<file path="src/pwt_pkg.sv">
package pwt_pkg;

  // Register indices; byte address on the bus is four times the index
  localparam logic [7:0] PWT_IDX_CNT_LO  = 8'h92;
  localparam logic [7:0] PWT_IDX_CNT_HI  = 8'h93;
  localparam logic [7:0] PWT_IDX_CMP_LO  = 8'h94;
  localparam logic [7:0] PWT_IDX_CMP_HI  = 8'h95;
  localparam logic [7:0] PWT_IDX_PER_LO  = 8'h96;
  localparam logic [7:0] PWT_IDX_PER_HI  = 8'h97;
  localparam logic [7:0] PWT_IDX_CTRL    = 8'h9E;
  localparam logic [7:0] PWT_IDX_FLAGS   = 8'h9F;

  // Control/config byte field positions
  localparam int PWT_CR0_PSC_LSB = 5;
  localparam int PWT_CR0_POL     = 4;
  localparam int PWT_CR0_CMPIE   = 3;
  localparam int PWT_CR0_SINGLE  = 1;
  localparam int PWT_CR0_MODE    = 0;

  // Flags/enables byte field positions
  localparam int PWT_CR1_CMPF    = 7;
  localparam int PWT_CR1_PERF    = 6;
  localparam int PWT_CR1_OVFF    = 5;
  localparam int PWT_CR1_PERIE   = 4;
  localparam int PWT_CR1_OVFIE   = 3;
  localparam int PWT_CR1_FILT_LSB = 1;
  localparam int PWT_CR1_CEN     = 0;

  localparam logic [15:0] PWT_CNT_RESET  = 16'h0000;
  localparam logic [15:0] PWT_REG_RESET  = 16'h0000;
  localparam logic [15:0] PWT_CNT_MAX    = 16'hFFFF;

  // Prescaler terminal counts: divide by 1, 4, 16, 64
  localparam logic [5:0] PWT_PSC_MAX0 = 6'h00;
  localparam logic [5:0] PWT_PSC_MAX1 = 6'h03;
  localparam logic [5:0] PWT_PSC_MAX2 = 6'h0F;
  localparam logic [5:0] PWT_PSC_MAX3 = 6'h3F;

  // Glitch filter lengths in system clock cycles
  localparam logic [4:0] PWT_FILT_LEN1 = 5'h04;
  localparam logic [4:0] PWT_FILT_LEN2 = 5'h08;
  localparam logic [4:0] PWT_FILT_LEN3 = 5'h10;

  typedef struct packed {
    logic [1:0] prescaleSelect;
    logic       polarityEdgeSelect;
    logic       compareWidthIrqEnable;
    logic       singleShot;
    logic       operatingModeSelect;
    logic       periodIrqEnable;
    logic       overflowIrqEnable;
    logic [1:0] filterWidthSelect;
    logic       counterEnable;
  } pwt_ctrl_t;

  localparam pwt_ctrl_t PWT_CTRL_RESET = '0;

  typedef enum logic [1:0] {
    PWT_ST_IDLE = 2'b00,
    PWT_ST_ARM  = 2'b01,
    PWT_ST_RUN  = 2'b11
  } pwt_state_t;

endpackage

</file>
<file path="src/pwt_timer.sv">
// Our own choice: the Avalon-MM register port.
`timescale 1ns/1ps
// Operation
// - Counting clock is system clock divided by 1, 4, 16 or 64.
// - Prescale change acts at once; change it only while stopped.
// - 16-bit up counter advances per prescaled tick while enabled.
// - Writing a count byte replaces it directly; stop counter first.
// - High-byte read latches low byte; next low read returns latch.
// - Output mode, compare above period: output equals polarity constantly.
// - Polarity 0: low below compare, high otherwise; polarity 1 inverts.
// - Output level reverses when count reaches period, new period.
// - Count equal compare sets compare flag; counting continues.
// - Count equal period sets overflow, clears count, restarts or stops.
// - Single mode clears counter enable on period-end events.
// - Filter rejects pulses shorter than 4, 8 or 16 cycles.
// - Filtered input lags synchronised input by selected cycles; edges use it.
// - Capture polarity picks active edge; measures period and pulse.
// - First active edge after enable clears counter and restarts.
// - Opposite edge copies count to compare, sets width flag.
// - Second active edge copies count to period, flags, clears.
// - Capture count at 0xFFFF sets overflow, clears, restart/stop.
// - Flags read 1 pending; write 0 clears, write 1 no effect.
// - Three enables gate requests; period pair inert in output mode.
// - Mode bit 0 capture, 1 output; redefines polarity and registers.
module pwt_timer
  import pwt_pkg::*;
(
  input  wire logic        clk,
  input  wire logic        rst,
  input  wire logic [9:0]  address,
  input  wire logic        read,
  input  wire logic        write,
  input  wire logic [31:0] writedata,
  input  wire logic [3:0]  byteenable,
  output logic      [31:0] readdata,
  output logic             waitrequest,
  input  wire logic        captureIn,
  output logic             pwmOut,
  output logic             irq
);

  pwt_ctrl_t   ctl;
  pwt_state_t  state;
  pwt_state_t  next_state;
  logic [15:0] cnt;
  logic [15:0] cmp;
  logic [15:0] per;
  logic [15:0] next_cnt;
  logic [15:0] next_cmp;
  logic [15:0] next_per;
  logic        cmpFlag;
  logic        perFlag;
  logic        ovfFlag;
  logic        busAck;
  logic [7:0]  lowLatch;
  logic        latchValid;
  logic [5:0]  preCnt;
  logic        syncA;
  logic        syncB;
  logic        filtered;
  logic        filtPrev;
  logic [4:0]  filtCnt;
  logic        setCmp;
  logic        setPer;
  logic        setOvf;
  logic        stopReq;
  logic        edgeClear;

  // Bus decode
  wire        reqValid  = read | write;
  wire        accept    = reqValid & busAck;
  wire        capture   = reqValid & ~busAck;
  wire [7:0]  wordIdx   = address[9:2];
  wire        hitCntLo  = wordIdx == PWT_IDX_CNT_LO;
  wire        hitCntHi  = wordIdx == PWT_IDX_CNT_HI;
  wire        hitCmpLo  = wordIdx == PWT_IDX_CMP_LO;
  wire        hitCmpHi  = wordIdx == PWT_IDX_CMP_HI;
  wire        hitPerLo  = wordIdx == PWT_IDX_PER_LO;
  wire        hitPerHi  = wordIdx == PWT_IDX_PER_HI;
  wire        hitCtrl   = wordIdx == PWT_IDX_CTRL;
  wire        hitFlags  = wordIdx == PWT_IDX_FLAGS;
  wire        wrByte    = write & accept & byteenable[0];
  wire [7:0]  wd        = writedata[7:0];
  wire        wrCntLo   = wrByte & hitCntLo;
  wire        wrCntHi   = wrByte & hitCntHi;
  wire        wrCmpLo   = wrByte & hitCmpLo;
  wire        wrCmpHi   = wrByte & hitCmpHi;
  wire        wrPerLo   = wrByte & hitPerLo;
  wire        wrPerHi   = wrByte & hitPerHi;
  wire        wrCtrl    = wrByte & hitCtrl;
  wire        wrFlags   = wrByte & hitFlags;
  wire        rdCntHi   = read & capture & hitCntHi;
  wire        rdCntLo   = read & capture & hitCntLo;

  wire [7:0] ctrlByte = {1'b0, ctl.prescaleSelect, ctl.polarityEdgeSelect,
                         ctl.compareWidthIrqEnable, 1'b0, ctl.singleShot,
                         ctl.operatingModeSelect};
  wire [7:0] flagByte = {cmpFlag, perFlag, ovfFlag, ctl.periodIrqEnable,
                         ctl.overflowIrqEnable, ctl.filterWidthSelect,
                         ctl.counterEnable};
  // Unmapped words read as zero and ignore writes
  wire [7:0] rdByte =
    hitCntLo ? (latchValid ? lowLatch : cnt[7:0]) :
    hitCntHi ? cnt[15:8] :
    hitCmpLo ? cmp[7:0]  :
    hitCmpHi ? cmp[15:8] :
    hitPerLo ? per[7:0]  :
    hitPerHi ? per[15:8] :
    hitCtrl  ? ctrlByte  :
    hitFlags ? flagByte  : 8'h00;

  assign waitrequest = reqValid & ~busAck;

  always_ff @(posedge clk) begin
    if (rst) begin
      busAck <= 1'b0;
      readdata <= 32'h0000_0000;
    end else begin
      busAck <= capture;
      if (capture) begin
        readdata <= {24'h00_0000, rdByte};
      end
    end
  end

  always_ff @(posedge clk) begin
    if (rst) begin
      lowLatch <= 8'h00;
      latchValid <= 1'b0;
    end else if (rdCntHi) begin
      lowLatch <= cnt[7:0];
      latchValid <= 1'b1;
    end else if (rdCntLo) begin
      latchValid <= 1'b0;
    end
  end

  // Prescaler; a compare of >= keeps a shrinking divisor from running away
  wire [5:0] preMax =
    (ctl.prescaleSelect == 2'b00) ? PWT_PSC_MAX0 :
    (ctl.prescaleSelect == 2'b01) ? PWT_PSC_MAX1 :
    (ctl.prescaleSelect == 2'b10) ? PWT_PSC_MAX2 : PWT_PSC_MAX3;
  wire tick = ctl.counterEnable & (preCnt >= preMax);

  always_ff @(posedge clk) begin
    if (rst || !ctl.counterEnable || tick) begin
      preCnt <= 6'h00;
    end else begin
      preCnt <= preCnt + 6'h01;
    end
  end

  // Input path: two-flop synchroniser, then glitch filter
  always_ff @(posedge clk) begin
    if (rst) begin
      syncA <= 1'b0;
      syncB <= 1'b0;
    end else begin
      syncA <= captureIn;
      syncB <= syncA;
    end
  end

  wire [4:0] filtLen =
    (ctl.filterWidthSelect == 2'b01) ? PWT_FILT_LEN1 :
    (ctl.filterWidthSelect == 2'b10) ? PWT_FILT_LEN2 : PWT_FILT_LEN3;
  wire filtOff  = ctl.filterWidthSelect == 2'b00;
  wire filtDone = filtCnt == (filtLen - 5'h01);

  always_ff @(posedge clk) begin
    if (rst) begin
      filtered <= 1'b0;
      filtCnt <= 5'h00;
    end else if (filtOff) begin
      filtered <= syncB;
      filtCnt <= 5'h00;
    end else if (syncB == filtered) begin
      filtCnt <= 5'h00;
    end else if (filtDone) begin
      filtered <= syncB;
      filtCnt <= 5'h00;
    end else begin
      filtCnt <= filtCnt + 5'h01;
    end
  end

  always_ff @(posedge clk) begin
    if (rst) begin
      filtPrev <= 1'b0;
    end else begin
      filtPrev <= filtered;
    end
  end

  wire riseEdge = filtered & ~filtPrev;
  wire fallEdge = ~filtered & filtPrev;
  wire actEdge  = ctl.polarityEdgeSelect ? fallEdge : riseEdge;
  wire oppEdge  = ctl.polarityEdgeSelect ? riseEdge : fallEdge;
  wire outMode  = ctl.operatingModeSelect;

  always_comb begin
    next_state = state;
    next_cnt = cnt;
    next_cmp = cmp;
    next_per = per;
    setCmp = 1'b0;
    setPer = 1'b0;
    setOvf = 1'b0;
    stopReq = 1'b0;
    edgeClear = 1'b0;
    if (wrCmpLo) next_cmp[7:0] = wd;
    if (wrCmpHi) next_cmp[15:8] = wd;
    if (wrPerLo) next_per[7:0] = wd;
    if (wrPerHi) next_per[15:8] = wd;
    if (!ctl.counterEnable) begin
      next_state = PWT_ST_IDLE;
    end else if (outMode) begin
      next_state = PWT_ST_RUN;
      if (tick) begin
        if (cnt == cmp) begin
          setCmp = 1'b1;
        end
        if (cnt == per) begin
          next_cnt = PWT_CNT_RESET;
          setOvf = 1'b1;
          stopReq = ctl.singleShot;
        end else begin
          next_cnt = cnt + 16'h0001;
        end
      end
    end else begin
      case (state)
        PWT_ST_IDLE: begin
          next_state = PWT_ST_ARM;
        end
        PWT_ST_ARM: begin
          if (actEdge) begin
            edgeClear = 1'b1;
            next_state = PWT_ST_RUN;
          end
        end
        PWT_ST_RUN: begin
          if (actEdge) begin
            next_per = cnt;
            setPer = 1'b1;
            edgeClear = 1'b1;
            stopReq = ctl.singleShot;
          end else if (oppEdge) begin
            next_cmp = cnt;
            setCmp = 1'b1;
          end
        end
        default: begin
          next_state = PWT_ST_IDLE;
        end
      endcase
      if (edgeClear) begin
        next_cnt = PWT_CNT_RESET;
      end else if (tick) begin
        if (cnt == PWT_CNT_MAX) begin
          next_cnt = PWT_CNT_RESET;
          setOvf = 1'b1;
          stopReq = ctl.singleShot;
        end else begin
          next_cnt = cnt + 16'h0001;
        end
      end
    end
    if (wrCntLo) next_cnt[7:0] = wd;
    if (wrCntHi) next_cnt[15:8] = wd;
  end

  always_ff @(posedge clk) begin
    if (rst) begin
      state <= PWT_ST_IDLE;
      cnt <= PWT_CNT_RESET;
      cmp <= PWT_REG_RESET;
      per <= PWT_REG_RESET;
    end else begin
      state <= next_state;
      cnt <= next_cnt;
      cmp <= next_cmp;
      per <= next_per;
    end
  end

  // Hardware set wins over a software clear in the same cycle
  wire clrCmp = wrFlags & ~wd[PWT_CR1_CMPF];
  wire clrPer = wrFlags & ~wd[PWT_CR1_PERF];
  wire clrOvf = wrFlags & ~wd[PWT_CR1_OVFF];

  always_ff @(posedge clk) begin
    if (rst) begin
      cmpFlag <= 1'b0;
      perFlag <= 1'b0;
      ovfFlag <= 1'b0;
    end else begin
      cmpFlag <= setCmp | (cmpFlag & ~clrCmp);
      perFlag <= setPer | (perFlag & ~clrPer);
      ovfFlag <= setOvf | (ovfFlag & ~clrOvf);
    end
  end

  // A single-shot stop beats a simultaneous write of the enable bit
  always_ff @(posedge clk) begin
    if (rst) begin
      ctl <= PWT_CTRL_RESET;
    end else begin
      if (wrCtrl) begin
        ctl.prescaleSelect <= wd[PWT_CR0_PSC_LSB +: 2];
        ctl.polarityEdgeSelect <= wd[PWT_CR0_POL];
        ctl.compareWidthIrqEnable <= wd[PWT_CR0_CMPIE];
        ctl.singleShot <= wd[PWT_CR0_SINGLE];
        ctl.operatingModeSelect <= wd[PWT_CR0_MODE];
      end
      if (wrFlags) begin
        ctl.periodIrqEnable <= wd[PWT_CR1_PERIE];
        ctl.overflowIrqEnable <= wd[PWT_CR1_OVFIE];
        ctl.filterWidthSelect <= wd[PWT_CR1_FILT_LSB +: 2];
        ctl.counterEnable <= wd[PWT_CR1_CEN];
      end
      if (stopReq) begin
        ctl.counterEnable <= 1'b0;
      end
    end
  end

  // PWM level; the wrap to zero at period end gives the reversal
  wire cmpAbovePer = cmp > per;
  wire belowCmp    = cnt < cmp;
  wire pwmLevel    = cmpAbovePer ? ctl.polarityEdgeSelect :
                     (belowCmp ? ctl.polarityEdgeSelect :
                                 ~ctl.polarityEdgeSelect);

  always_ff @(posedge clk) begin
    if (rst) begin
      pwmOut <= 1'b0;
    end else begin
      pwmOut <= outMode & pwmLevel;
    end
  end

  assign irq = (cmpFlag & ctl.compareWidthIrqEnable)
             | (perFlag & ctl.periodIrqEnable & ~outMode)
             | (ovfFlag & ctl.overflowIrqEnable);
endmodule

</file>
<file path="config.mk">
export PLATFORM = sky130hd
export DESIGN_NAME = pwt_timer
export DESIGN_NICKNAME = d
export VERILOG_FILES = /design/src/pwt_pkg.sv /design/src/pwt_timer.sv
export SDC_FILE = /design/constraint.sdc
export NUM_CORES = 1
export LEC_CHECK = 0
export BUFFER_PORTS_ARGS = -buffer_cell sky130_fd_sc_hd__buf_4
export CELL_PAD_IN_SITES_DETAIL_PLACEMENT = 1
export CELL_PAD_IN_SITES_GLOBAL_PLACEMENT = 1
export CORE_MARGIN = 2
export CORE_UTILIZATION = 25
export CTS_BUF_LIST = sky130_fd_sc_hd__clkbuf_4
export CTS_CLUSTER_DIAMETER = 40
export DETAILED_ROUTE_END_ITERATION = 8
export HOLD_SLACK_MARGIN = 0.15
export PLACE_DENSITY_LB_ADDON = 0.2
export SETUP_SLACK_MARGIN = 0.3
export SYNTH_ARGS = -nofsm -noshare
export SYNTH_HDL_FRONTEND = slang
export SYNTH_SLANG_ARGS = --single-unit
export TNS_END_PERCENT = 1
</file>
<file path="constraint.sdc">
create_clock -name clk -period 2.9 [get_ports clk]
set_clock_uncertainty 0.2 [all_clocks]
set_input_delay 0.725 -clock clk [delete_from_list [all_inputs] [get_ports clk]]
set_output_delay 0.725 -clock clk [all_outputs]
set_load 0.01 [all_outputs]
</file>
==> impl_table.tex, run 1 <==
\begin{tabular}{lr}
\hline
Metric & Value \\
\hline
\multicolumn{2}{l}{\textbf{Critical path}} \\
\quad Worst stage delay on the critical path & between 400 and 500 ps \\
\quad Arrival @ worst endpoint & 2820 ps \\
\quad Slowest library cell on the worst path & sky130\_fd\_sc\_hd\_\_dfxtp\_1 \\
\quad Data required time of the critical path & 3120 ps \\
\quad Launching element type of the critical path & register \\
\quad WS Path Type & reg -> reg \\
\quad Largest fanout of any net on the critical path & 3 \\
\quad Nature of the critical path endpoint & register \\
\quad Critical path, cell by cell & inv\_1 -> ha\_1 -> a21o\_1 -> a21oi\_1 -> o221ai\_1 -> o211ai\_1 -> a31oi\_1 -> or3\_1 -> a211oi\_2 \\
\multicolumn{2}{l}{\textbf{Global routing}} \\
\quad Initial antenna violation count & 1 \\
\quad GRT Resource Usage Total & 19.1\% \\
\quad Largest net degree at the start of global routing & 83 \\
\quad Number of global-route vias before repair & 6,205 \\
\quad Wire length of the first global-routing pass & 38,800 um \\
\quad Total overflow reported by the global router & 0 \\
\multicolumn{2}{l}{\textbf{Logic synthesis}} \\
\quad Synthesized instance count & between 800 and 900 \\
\quad Mean instance size in the synthesized netlist & 7.71 um2 \\
\quad Top cell type's share of synthesized area & around 30\% \\
\quad Count of distinct cell types in the synthesized netlist & 69 \\
\quad Sequential-to-total area share from yosys stat & 30.3\% \\
\quad Synth top area cells & sky130\_fd\_sc\_hd\_\_dfxtp\_1 30\%, sky130\_fd\_sc\_hd\_\_ha\_1 8.3\%, sky130\_fd\_sc\_hd\_\_nor2\_1 5.4\%, sky130\_fd\_sc\_hd\_\_nand2\_1 5.2\%, sky130\_fd\_sc\_hd\_\_mux2i\_1 4.3\% \\
\quad Area leader, netlist & sky130\_fd\_sc\_hd\_\_dfxtp\_1 \\
\quad Register bit total from synthesis & 98 \\
\quad Area of the mapped netlist & 6480 um2 \\
\quad Most used flip-flop cell after synthesis & sky130\_fd\_sc\_hd\_\_dfxtp\_1 \\
\quad Share of synthesized registers carrying an async set or reset & 0\% \\
\quad Count of yosys warnings during synthesis & 0 \\
\quad EDFF count, synth & 0 \\
\multicolumn{2}{l}{\textbf{Placed design}} \\
\quad Port bufs & 32 \\
\quad HPWL reported at the end of detailed placement & $\sim$19,000 um \\
\quad Cell area after placement & about 7400 um2 \\
\quad Weighted congestion reported at the end of routability-driven placement & 0.842 \\
\multicolumn{2}{l}{\textbf{Pwr}} \\
\quad Power share of the sequential group & 56.1\% \\
\quad Worst supply voltage drop on vdd & 136 uV \\
\quad Total Power Consumption & 2.43 mW \\
\quad Static power due to leakage & between 2 and 3 nW \\
\quad Internal power & 1.71 mW \\
\quad Net Switching & roughly 730 uW \\
\quad Part of the power in combinational logic & 8.6\% \\
\quad Power density over cell area & $\sim$320 nW/um2 \\
\quad Clock power share & 35.3\% \\
\quad Net switching fraction of the power & 29.8\% \\
\multicolumn{2}{l}{\textbf{Final layout}} \\
\quad Number of nets in the layout & 983 \\
\quad Layout cells sized above 1 & 16.7\% \\
\quad Syn-to-layout area delta & 17.1\% \\
\quad Fill cell instance count of the final layout & 3,063 \\
\quad Post-route standard cell area excluding fillers & between 7000 and 8000 um2 \\
\quad Commonest cells after routing, fill and taps aside & 93 x sky130\_fd\_sc\_hd\_\_buf\_4, 92 x sky130\_fd\_sc\_hd\_\_nor2\_1, 92 x sky130\_fd\_sc\_hd\_\_dfxtp\_1 \\
\quad Most common cell after layout, fill and taps aside & sky130\_fd\_sc\_hd\_\_buf\_4 \\
\multicolumn{2}{l}{\textbf{Clock network}} \\
\quad CTS tree & yes \\
\quad Clock sinks & 98 \\
\quad Number of buffers inserted during clock tree synthesis & 9 \\
\quad Clock slew at the register clock pins of the worst setup and hold paths & 180 ps \\
\quad Clock Path Buffers & 2 \\
\quad Clk Latency, worst-skew pair & around 520 ps \\
\quad Clock root buffer & sky130\_fd\_sc\_hd\_\_clkbuf\_4 \\
\quad CTS H-Tree Depth & 3 \\
\multicolumn{2}{l}{\textbf{Floorplan}} \\
\quad I/O pin count & 86 \\
\quad Initial core utilization & 25.6\% \\
\quad Width of the chip & 165 um \\
\quad Placeable core region & 25,300 um2 \\
\quad Vertical extent of the die & 165 um \\
\quad Placement row count & 58 \\
\quad Die Outline Area & about 27,000 um2 \\
\multicolumn{2}{l}{\textbf{Detailed routing}} \\
\quad Initial drt markers & around 370 \\
\quad Via count & around 6.2k \\
\quad First-pass iteration count of the detailed router & 5 \\
\quad Number of remaining DRC errors & 0 \\
\quad Average via count per standard cell & 5.09 \\
\quad Routed wire length & approximately 25,000 um \\
\quad Final ANT Viol Nets & 0 \\
\quad DR WL/cell & a little over 20 um \\
\multicolumn{2}{l}{\textbf{Timing}} \\
\quad Headroom to the max-slew limit & roughly 66\% \\
\quad Fin crit share & 89.8\% \\
\quad Total negative slack & 0 ps \\
\quad \# setup viols final & 0 \\
\quad Transition time of the tightest slew-check pin & 514 ps \\
\quad FMAX & $\sim$0.38 GHz \\
\quad Unrepaired setup endpoints after global routing & true \\
\quad Number of pins exceeding their max-slew limit in the final report & 0 \\
\quad Final critical path time including I/O delays and setup & 2600 ps \\
\quad Count of final hold-check violations & 0 \\
\multicolumn{2}{l}{\textbf{Run}} \\
\quad Max-Cap Viols & 0 \\
\multicolumn{2}{l}{\textbf{Status}} \\
\quad Status & finished clean \\
\multicolumn{2}{l}{\textbf{Worst hold path}} \\
\quad Worst Hold Class & in -> reg \\
\hline
\end{tabular}
## through the flow
step	hold slack (ps)	util, %	instances	worst slack (ps)
3_3_place_gp	222	29.0	1206	166
6_report	227	30.0	1225	297
5_1_grt	193	30.0	1225	170
4_1_cts	198	29.8	1224	254
3_5_place_dp	230	29.0	1206	114
2_1_floorplan	214	-	863	365
## flip-flops by register name (all words and copies together) (netlist names), 2 cells and up
| register | flops |
|---|---|
| cmp | 16 |
| lowLatch | 8 |
| per | 16 |
| readdata | 8 |
| preCnt | 6 |
| cnt | 16 |
| filtCnt | 5 |
| ctl | 10 |
| state | 2 |
## critical path, delay by kind of cell (launching register included)
| kind | cells | cell delay [ps] |
|---|---|---|
| AO/OA/AOI/OAI | 6 | 1070 |
| adder cells (fa/ha/maj) | 1 | 300 |
| buffers and inverters | 1 | 110 |
| flip-flops | 1 | 440 |
| AND/OR/NAND/NOR | 1 | 410 |
## cells in the mapped netlist (2+ instances only)
library cell and number:
sky130_fd_sc_hd__buf_1 5, sky130_fd_sc_hd__and4_1 2, sky130_fd_sc_hd__nor2_1 93, sky130_fd_sc_hd__nand2b_1 3, sky130_fd_sc_hd__a22o_1 2, sky130_fd_sc_hd__mux2i_1 28
sky130_fd_sc_hd__inv_1 49, sky130_fd_sc_hd__nand4_1 10, sky130_fd_sc_hd__a21o_1 8, sky130_fd_sc_hd__and2_1 6, sky130_fd_sc_hd__nor2b_1 5, sky130_fd_sc_hd__nand3_1 45
sky130_fd_sc_hd__buf_2 9, sky130_fd_sc_hd__a311oi_1 18, sky130_fd_sc_hd__or2_2 4, sky130_fd_sc_hd__and3_1 12, sky130_fd_sc_hd__a21oi_1 49, sky130_fd_sc_hd__o21ai_0 35
sky130_fd_sc_hd__a211oi_1 21, sky130_fd_sc_hd__a41oi_1 2, sky130_fd_sc_hd__or3_1 2, sky130_fd_sc_hd__o31ai_1 2, sky130_fd_sc_hd__o211ai_1 4, sky130_fd_sc_hd__a221oi_1 14
sky130_fd_sc_hd__o22ai_1 5, sky130_fd_sc_hd__a22oi_1 5, sky130_fd_sc_hd__nand2_1 89, sky130_fd_sc_hd__o211a_1 3, sky130_fd_sc_hd__nor4_1 7, sky130_fd_sc_hd__nor3_1 17
sky130_fd_sc_hd__buf_4 24, sky130_fd_sc_hd__clkbuf_1 46, sky130_fd_sc_hd__xor2_1 21, sky130_fd_sc_hd__a31oi_1 11, sky130_fd_sc_hd__ha_1 43, sky130_fd_sc_hd__xnor2_1 5
sky130_fd_sc_hd__dfxtp_1 98, sky130_fd_sc_hd__mux4_2 2, sky130_fd_sc_hd__a32oi_1 2, sky130_fd_sc_hd__o21a_1 4, sky130_fd_sc_hd__nand3b_1 2
## kinds of logic after synthesis
logic type	count (synthesis)	share of synthesized area, %
muxes	31	5.20
other	1	0.0579
xor gates and xnor gates	26	3.52
AOI/OAI and AO/OA	199	21.1
adders and majority gates	43	8.31
and+or+nand+nor	308	22.2
DFF	98	30.3
buffers and inverters	134	9.33
## routing by layer
| layer | GRT usage, % | share of wire (%) |
|---|---|---|
| met5 | 0 | 0 |
| met4 | 3.72 | 0.97 |
| met3 | 2.18 | 3.3 |
| met2 | 30.8 | 45 |
| met1 | 27.6 | 50 |
## timing repair
| item | CTS | global route |
|---|---|---|
| buffers inserted | 2 | 0 |
| pin swaps | 5 | 3 |
| gates resized for setup | 10 | 11 |
| gates cloned | 0 | 0 |
| endpoints found under the setup margin | 15 | 19 |
| hold buffers | 0 | 0 |
## final timing paths
kind              startpoint      to  cells past startpoint  slack [ps]
setup / recovery      per[3]  pwmOut                      9         300
hold reg to reg        syncA   syncB                      1         240
hold / removal     captureIn   syncA                      2         230
setup reg to reg      per[3]  pwmOut                      9         300
## power groups by stage
stage / registers, mW / logic, mW / clock network (mW)
after CTS: 1.37 / 0.212 / 0.892
after global placement: 1.39 / 0.207 / 0
final: 1.37 / 0.210 / 0.859
after detailed placement: 1.39 / 0.208 / 0
after floorplan: 1.39 / 0.131 / 0
after global routing: 1.37 / 0.228 / 0.947
## layout make-up
class / count / area (um2) / area share (%)
antenna: 1 / 2.50 / 0.0330
clock buffer: 9 / 67.6 / 0.891
clock inverter: 7 / 81.3 / 1.07
inverter: 50 / 188 / 2.47
multi-input combinational: 631 / 4060 / 53.5
sequential: 98 / 1970 / 26.0
tap: 330 / 413 / 5.44
timing repair buffer: 99 / 810 / 10.7
No activity file was read; power rests on OpenSTA's default activity.
==> run 2: changes to the inputs <==
ABC_AREA = 1   (was not set)
SKIP_LAST_GASP = 1   (was not set)
==> impl_table.tex, run 2 <==
\begin{tabular}{lr}
\hline
Metric & Value \\
\hline
\multicolumn{2}{l}{\textbf{Critical path}} \\
\quad Buffers plus inverters on the worst setup path & 2 (+1) \\
\quad Slowest library cell on the worst path & sky130\_fd\_sc\_hd\_\_inv\_1 \\
\quad Cell seen most often among critical-path stages & sky130\_fd\_sc\_hd\_\_nand3\_1 \\
\quad Largest fanout of any net on the critical path & 13 (+10) \\
\quad Worst stage delay on the critical path & 360 ps (-80 ps) \\
\quad Data required time of the critical path & 1980 ps (-1140 ps) \\
\quad Arrival @ worst endpoint & 1570 ps (-1250 ps) \\
\quad Launching element type of the critical path & register \\
\quad Category of cells accounting for the largest share of critical-path delay & buffers and inverters \\
\quad Nature of the critical path endpoint & primary output \\
\quad Critical path, cell by cell & inv\_1 -> nand3\_1 -> nand3\_1 -> buf\_4 \\
\quad WS Path Type & reg -> out \\
\multicolumn{2}{l}{\textbf{Detailed routing}} \\
\quad Met2 WL & 11,600 um (+1.3\%) \\
\quad Total met3 wirelength after detailed routing & 782 um (-5.2\%) \\
\quad First-pass iteration count of the detailed router & 4 (-1) \\
\quad Via count & 6,764 (+8.4\%) \\
\quad Average via count per standard cell & 4.66 (-8.5\%) \\
\quad Final ANT Viol Nets & 0 (unchanged) \\
\quad Number of remaining DRC errors & 0 (unchanged) \\
\quad Routed wire length & 25,300 um (+0.71\%) \\
\quad Met1 Wirelength & 12,600 um (-0.63\%) \\
\quad Initial drt markers & 396 (+6.7\%) \\
\quad Highest metal layer with signal wires & met4 \\
\quad DR WL/cell & 17.4 um (-15\%) \\
\multicolumn{2}{l}{\textbf{Placed design}} \\
\quad Port bufs & 32 (unchanged) \\
\quad Weighted congestion reported at the end of routability-driven placement & 0.826 (-1.9\%) \\
\quad HPWL reported at the end of detailed placement & 19,700 um (+5.4\%) \\
\multicolumn{2}{l}{\textbf{Timing}} \\
\quad Total negative slack & 0 ps (unchanged) \\
\quad Unrepaired setup endpoints after global routing & true \\
\quad Number of pins exceeding their max-slew limit in the final report & 0 (unchanged) \\
\quad FMAX & 0.400 GHz (+4.2\%) \\
\quad Fin crit share & 86.1\% (-3.6 points) \\
\quad \# setup viols final & 0 (unchanged) \\
\quad Count of final hold-check violations & 0 (unchanged) \\
\quad Final critical path time including I/O delays and setup & 2500 ps (-105 ps) \\
\quad Transition time of the tightest slew-check pin & 563 ps (+48.8 ps) \\
\quad Headroom to the max-slew limit & 62.4\% (-3.3 points) \\
\multicolumn{2}{l}{\textbf{Logic synthesis}} \\
\quad Count of yosys warnings during synthesis & 0 (unchanged) \\
\quad Area of the mapped netlist & 6750 um2 (+4.2\%) \\
\quad Most frequently used cell type in the post-synthesis netlist & sky130\_fd\_sc\_hd\_\_nand2\_1 \\
\quad EDFF count, synth & 0 (unchanged) \\
\quad Sequential-to-total area share from yosys stat & 29.1\% (-1.2 points) \\
\quad Register bit total from synthesis & 98 (unchanged) \\
\quad Share of synthesized registers carrying an async set or reset & 0\% (unchanged) \\
\quad Most frequent cells after synthesis & 261 x sky130\_fd\_sc\_hd\_\_nand2\_1, 159 x sky130\_fd\_sc\_hd\_\_inv\_1, 113 x sky130\_fd\_sc\_hd\_\_nor2\_1 \\
\quad Top cell type's share of synthesized area & 29.1\% (-1.2 points) \\
\quad Mean instance size in the synthesized netlist & 6.36 um2 (-18\%) \\
\quad Count of distinct cell types in the synthesized netlist & 38 (-45\%) \\
\quad Most used flip-flop cell after synthesis & sky130\_fd\_sc\_hd\_\_dfxtp\_1 \\
\quad Synth top area cells & sky130\_fd\_sc\_hd\_\_dfxtp\_1 29\%, sky130\_fd\_sc\_hd\_\_nand2\_1 15\%, sky130\_fd\_sc\_hd\_\_inv\_1 8.8\%, sky130\_fd\_sc\_hd\_\_ha\_1 8.0\%, sky130\_fd\_sc\_hd\_\_nor2\_1 6.3\% \\
\quad Synthesized instance count & 1,061 (+26\%) \\
\quad Area leader, netlist & sky130\_fd\_sc\_hd\_\_dfxtp\_1 \\
\multicolumn{2}{l}{\textbf{Clock network}} \\
\quad CTS tree & yes \\
\quad Count of hold-fix buffers inserted at cts & 0 (unchanged) \\
\quad Number of buffers inserted during clock tree synthesis & 9 (unchanged) \\
\quad Number of post-CTS setup repair buffers & 0 (-2) \\
\quad Clock slew at the register clock pins of the worst setup and hold paths & 170 ps (about the same) \\
\quad Clk Latency, worst-skew pair & 490 ps (-30 ps) \\
\quad Clock Path Buffers & 2 (unchanged) \\
\quad Clock sinks & 98 (unchanged) \\
\quad Clock root buffer & sky130\_fd\_sc\_hd\_\_clkbuf\_4 \\
\quad CTS H-Tree Depth & 3 (unchanged) \\
\multicolumn{2}{l}{\textbf{Run}} \\
\quad Max-Cap Viols & 0 (unchanged) \\
\multicolumn{2}{l}{\textbf{Pwr}} \\
\quad Worst supply voltage drop on vdd & 194 uV (+42\%) \\
\quad Static power due to leakage & 3.44 nW (+17\%) \\
\quad Power density over cell area & 312 nW/um2 (-2.7\%) \\
\quad Total Power Consumption & 2.38 mW (-2.2\%) \\
\multicolumn{2}{l}{\textbf{Final layout}} \\
\quad Commonest cells after routing, fill and taps aside & 260 x sky130\_fd\_sc\_hd\_\_nand2\_1, 159 x sky130\_fd\_sc\_hd\_\_inv\_1, 112 x sky130\_fd\_sc\_hd\_\_nor2\_1 \\
\quad Most common cell after layout, fill and taps aside & sky130\_fd\_sc\_hd\_\_nand2\_1 \\
\quad Number of nets in the layout & 1,199 (+22\%) \\
\quad Final design utilization & 28.5\% (-1.4 points) \\
\quad Layout cells sized above 1 & 9.20\% (-7.5 points) \\
\quad Leading registers by flop count & cmp (16), cnt (16), per (16) \\
\quad Syn-to-layout area delta & 13.1\% \\
\multicolumn{2}{l}{\textbf{Global routing}} \\
\quad GRT Resource Usage Total & 18.2\% (-0.90 points) \\
\quad Largest net degree at the start of global routing & 51 (-39\%) \\
\quad Initial antenna violation count & 1 (unchanged) \\
\quad Total overflow reported by the global router & 0 (unchanged) \\
\quad Number of global-route vias before repair & 6,685 (+7.7\%) \\
\quad Wire length of the first global-routing pass & 39,600 um (+2.1\%) \\
\multicolumn{2}{l}{\textbf{Floorplan}} \\
\quad Initial core utilization & 25.2\% (-0.33 points) \\
\quad Width of the chip & 168 um (+2.0\%) \\
\quad Placeable core region & 26,700 um2 (+5.5\%) \\
\quad Placement row count & 60 (+3.4\%) \\
\quad I/O pin count & 86 (unchanged) \\
\quad Vertical extent of the die & 168 um (+2.0\%) \\
\quad Die Outline Area & 28,300 um2 (+4.1\%) \\
\multicolumn{2}{l}{\textbf{Status}} \\
\quad Status & finished clean \\
\multicolumn{2}{l}{\textbf{Worst hold path}} \\
\quad Worst Hold Class & reg -> reg \\
\hline
\end{tabular}
run 2: worst reg2reg max path, delay by kind of cell (launching register included):
| kind | cells | cell delay (ps) |
|---|---|---|
| and+or+nand+nor | 8 | 1060 |
| DFF | 1 | 360 |
| AOI/OAI and AO/OA | 2 | 270 |
| buffers and inverters | 2 | 250 |
| adders and majority gates | 1 | 270 |
run 2: cells by family after synthesis:
| kind of cell | count (synthesis) | synth area share, % |
|---|---|---|
| compound gates | 206 | 17.0 |
| xor+xnor | 14 | 1.82 |
| fa+ha+maj | 43 | 7.97 |
| buf+inv | 217 | 13.7 |
| flops | 98 | 29.1 |
| other cells | 1 | 0.0556 |
| simple gates | 482 | 30.4 |
run 2: final timing paths:
| check | start | end | slack, ps | depth (start not counted) |
|---|---|---|---|---|
| min reg2reg | syncA | syncB | 220 | 2 |
| min | syncA | syncB | 220 | 2 |
| max reg2reg | ctl[9] | ovfFlag | 430 | 13 |
| max | outMode | irq | 400 | 4 |
run 2: area by class of cell:
cell class	instances	area (um2)
Inverter	162	608
Tap cell	341	427
Timing Repair Buffer	65	500
Clock buffer	9	67.6
Sequential cell	98	1960
Fill cell	3425	19100
Clock inverter	6	90.1
Antenna cell	1	2.50
Multi-Input combinational cell	769	3970
run 2: power by group:
group          switching [mW]  leakage [nW]  internal, mW
Sequential            0.00313         0.791          1.35
Combinational           0.113          2.57        0.0432
Clock                   0.522        0.0824         0.348
run 2: routing by layer:
| layer | vias up | track usage [%] |
|---|---|---|
| li1 | 3471 | - |
| met1 | 3206 | 25.3 |
| met2 | 70 | 30.4 |
| met3 | 17 | 1.93 |
| met4 | 0 | 4.16 |
| met5 | - | 0 |
run 2: timing repair:
action | CTS | global route
endpoints found under the setup margin | 6 | 19
gates cloned | 0 | 0
gates resized for setup | 0 | 7
endpoints found under the hold margin | 0 | 0
run 2: through the flow:
stage | instance area, um2 | hold WS [ps] | worst slack, ps | cells
after floorplan | 6830 | 188 | 639 | 1084
after global placement | 7450 | 189 | 216 | 1435
after detailed placement | 7450 | 200 | 172 | 1435
after CTS | 7600 | 191 | 207 | 1450
after global routing | 7630 | 195 | 231 | 1451
final | 7630 | 219 | 403 | 1451
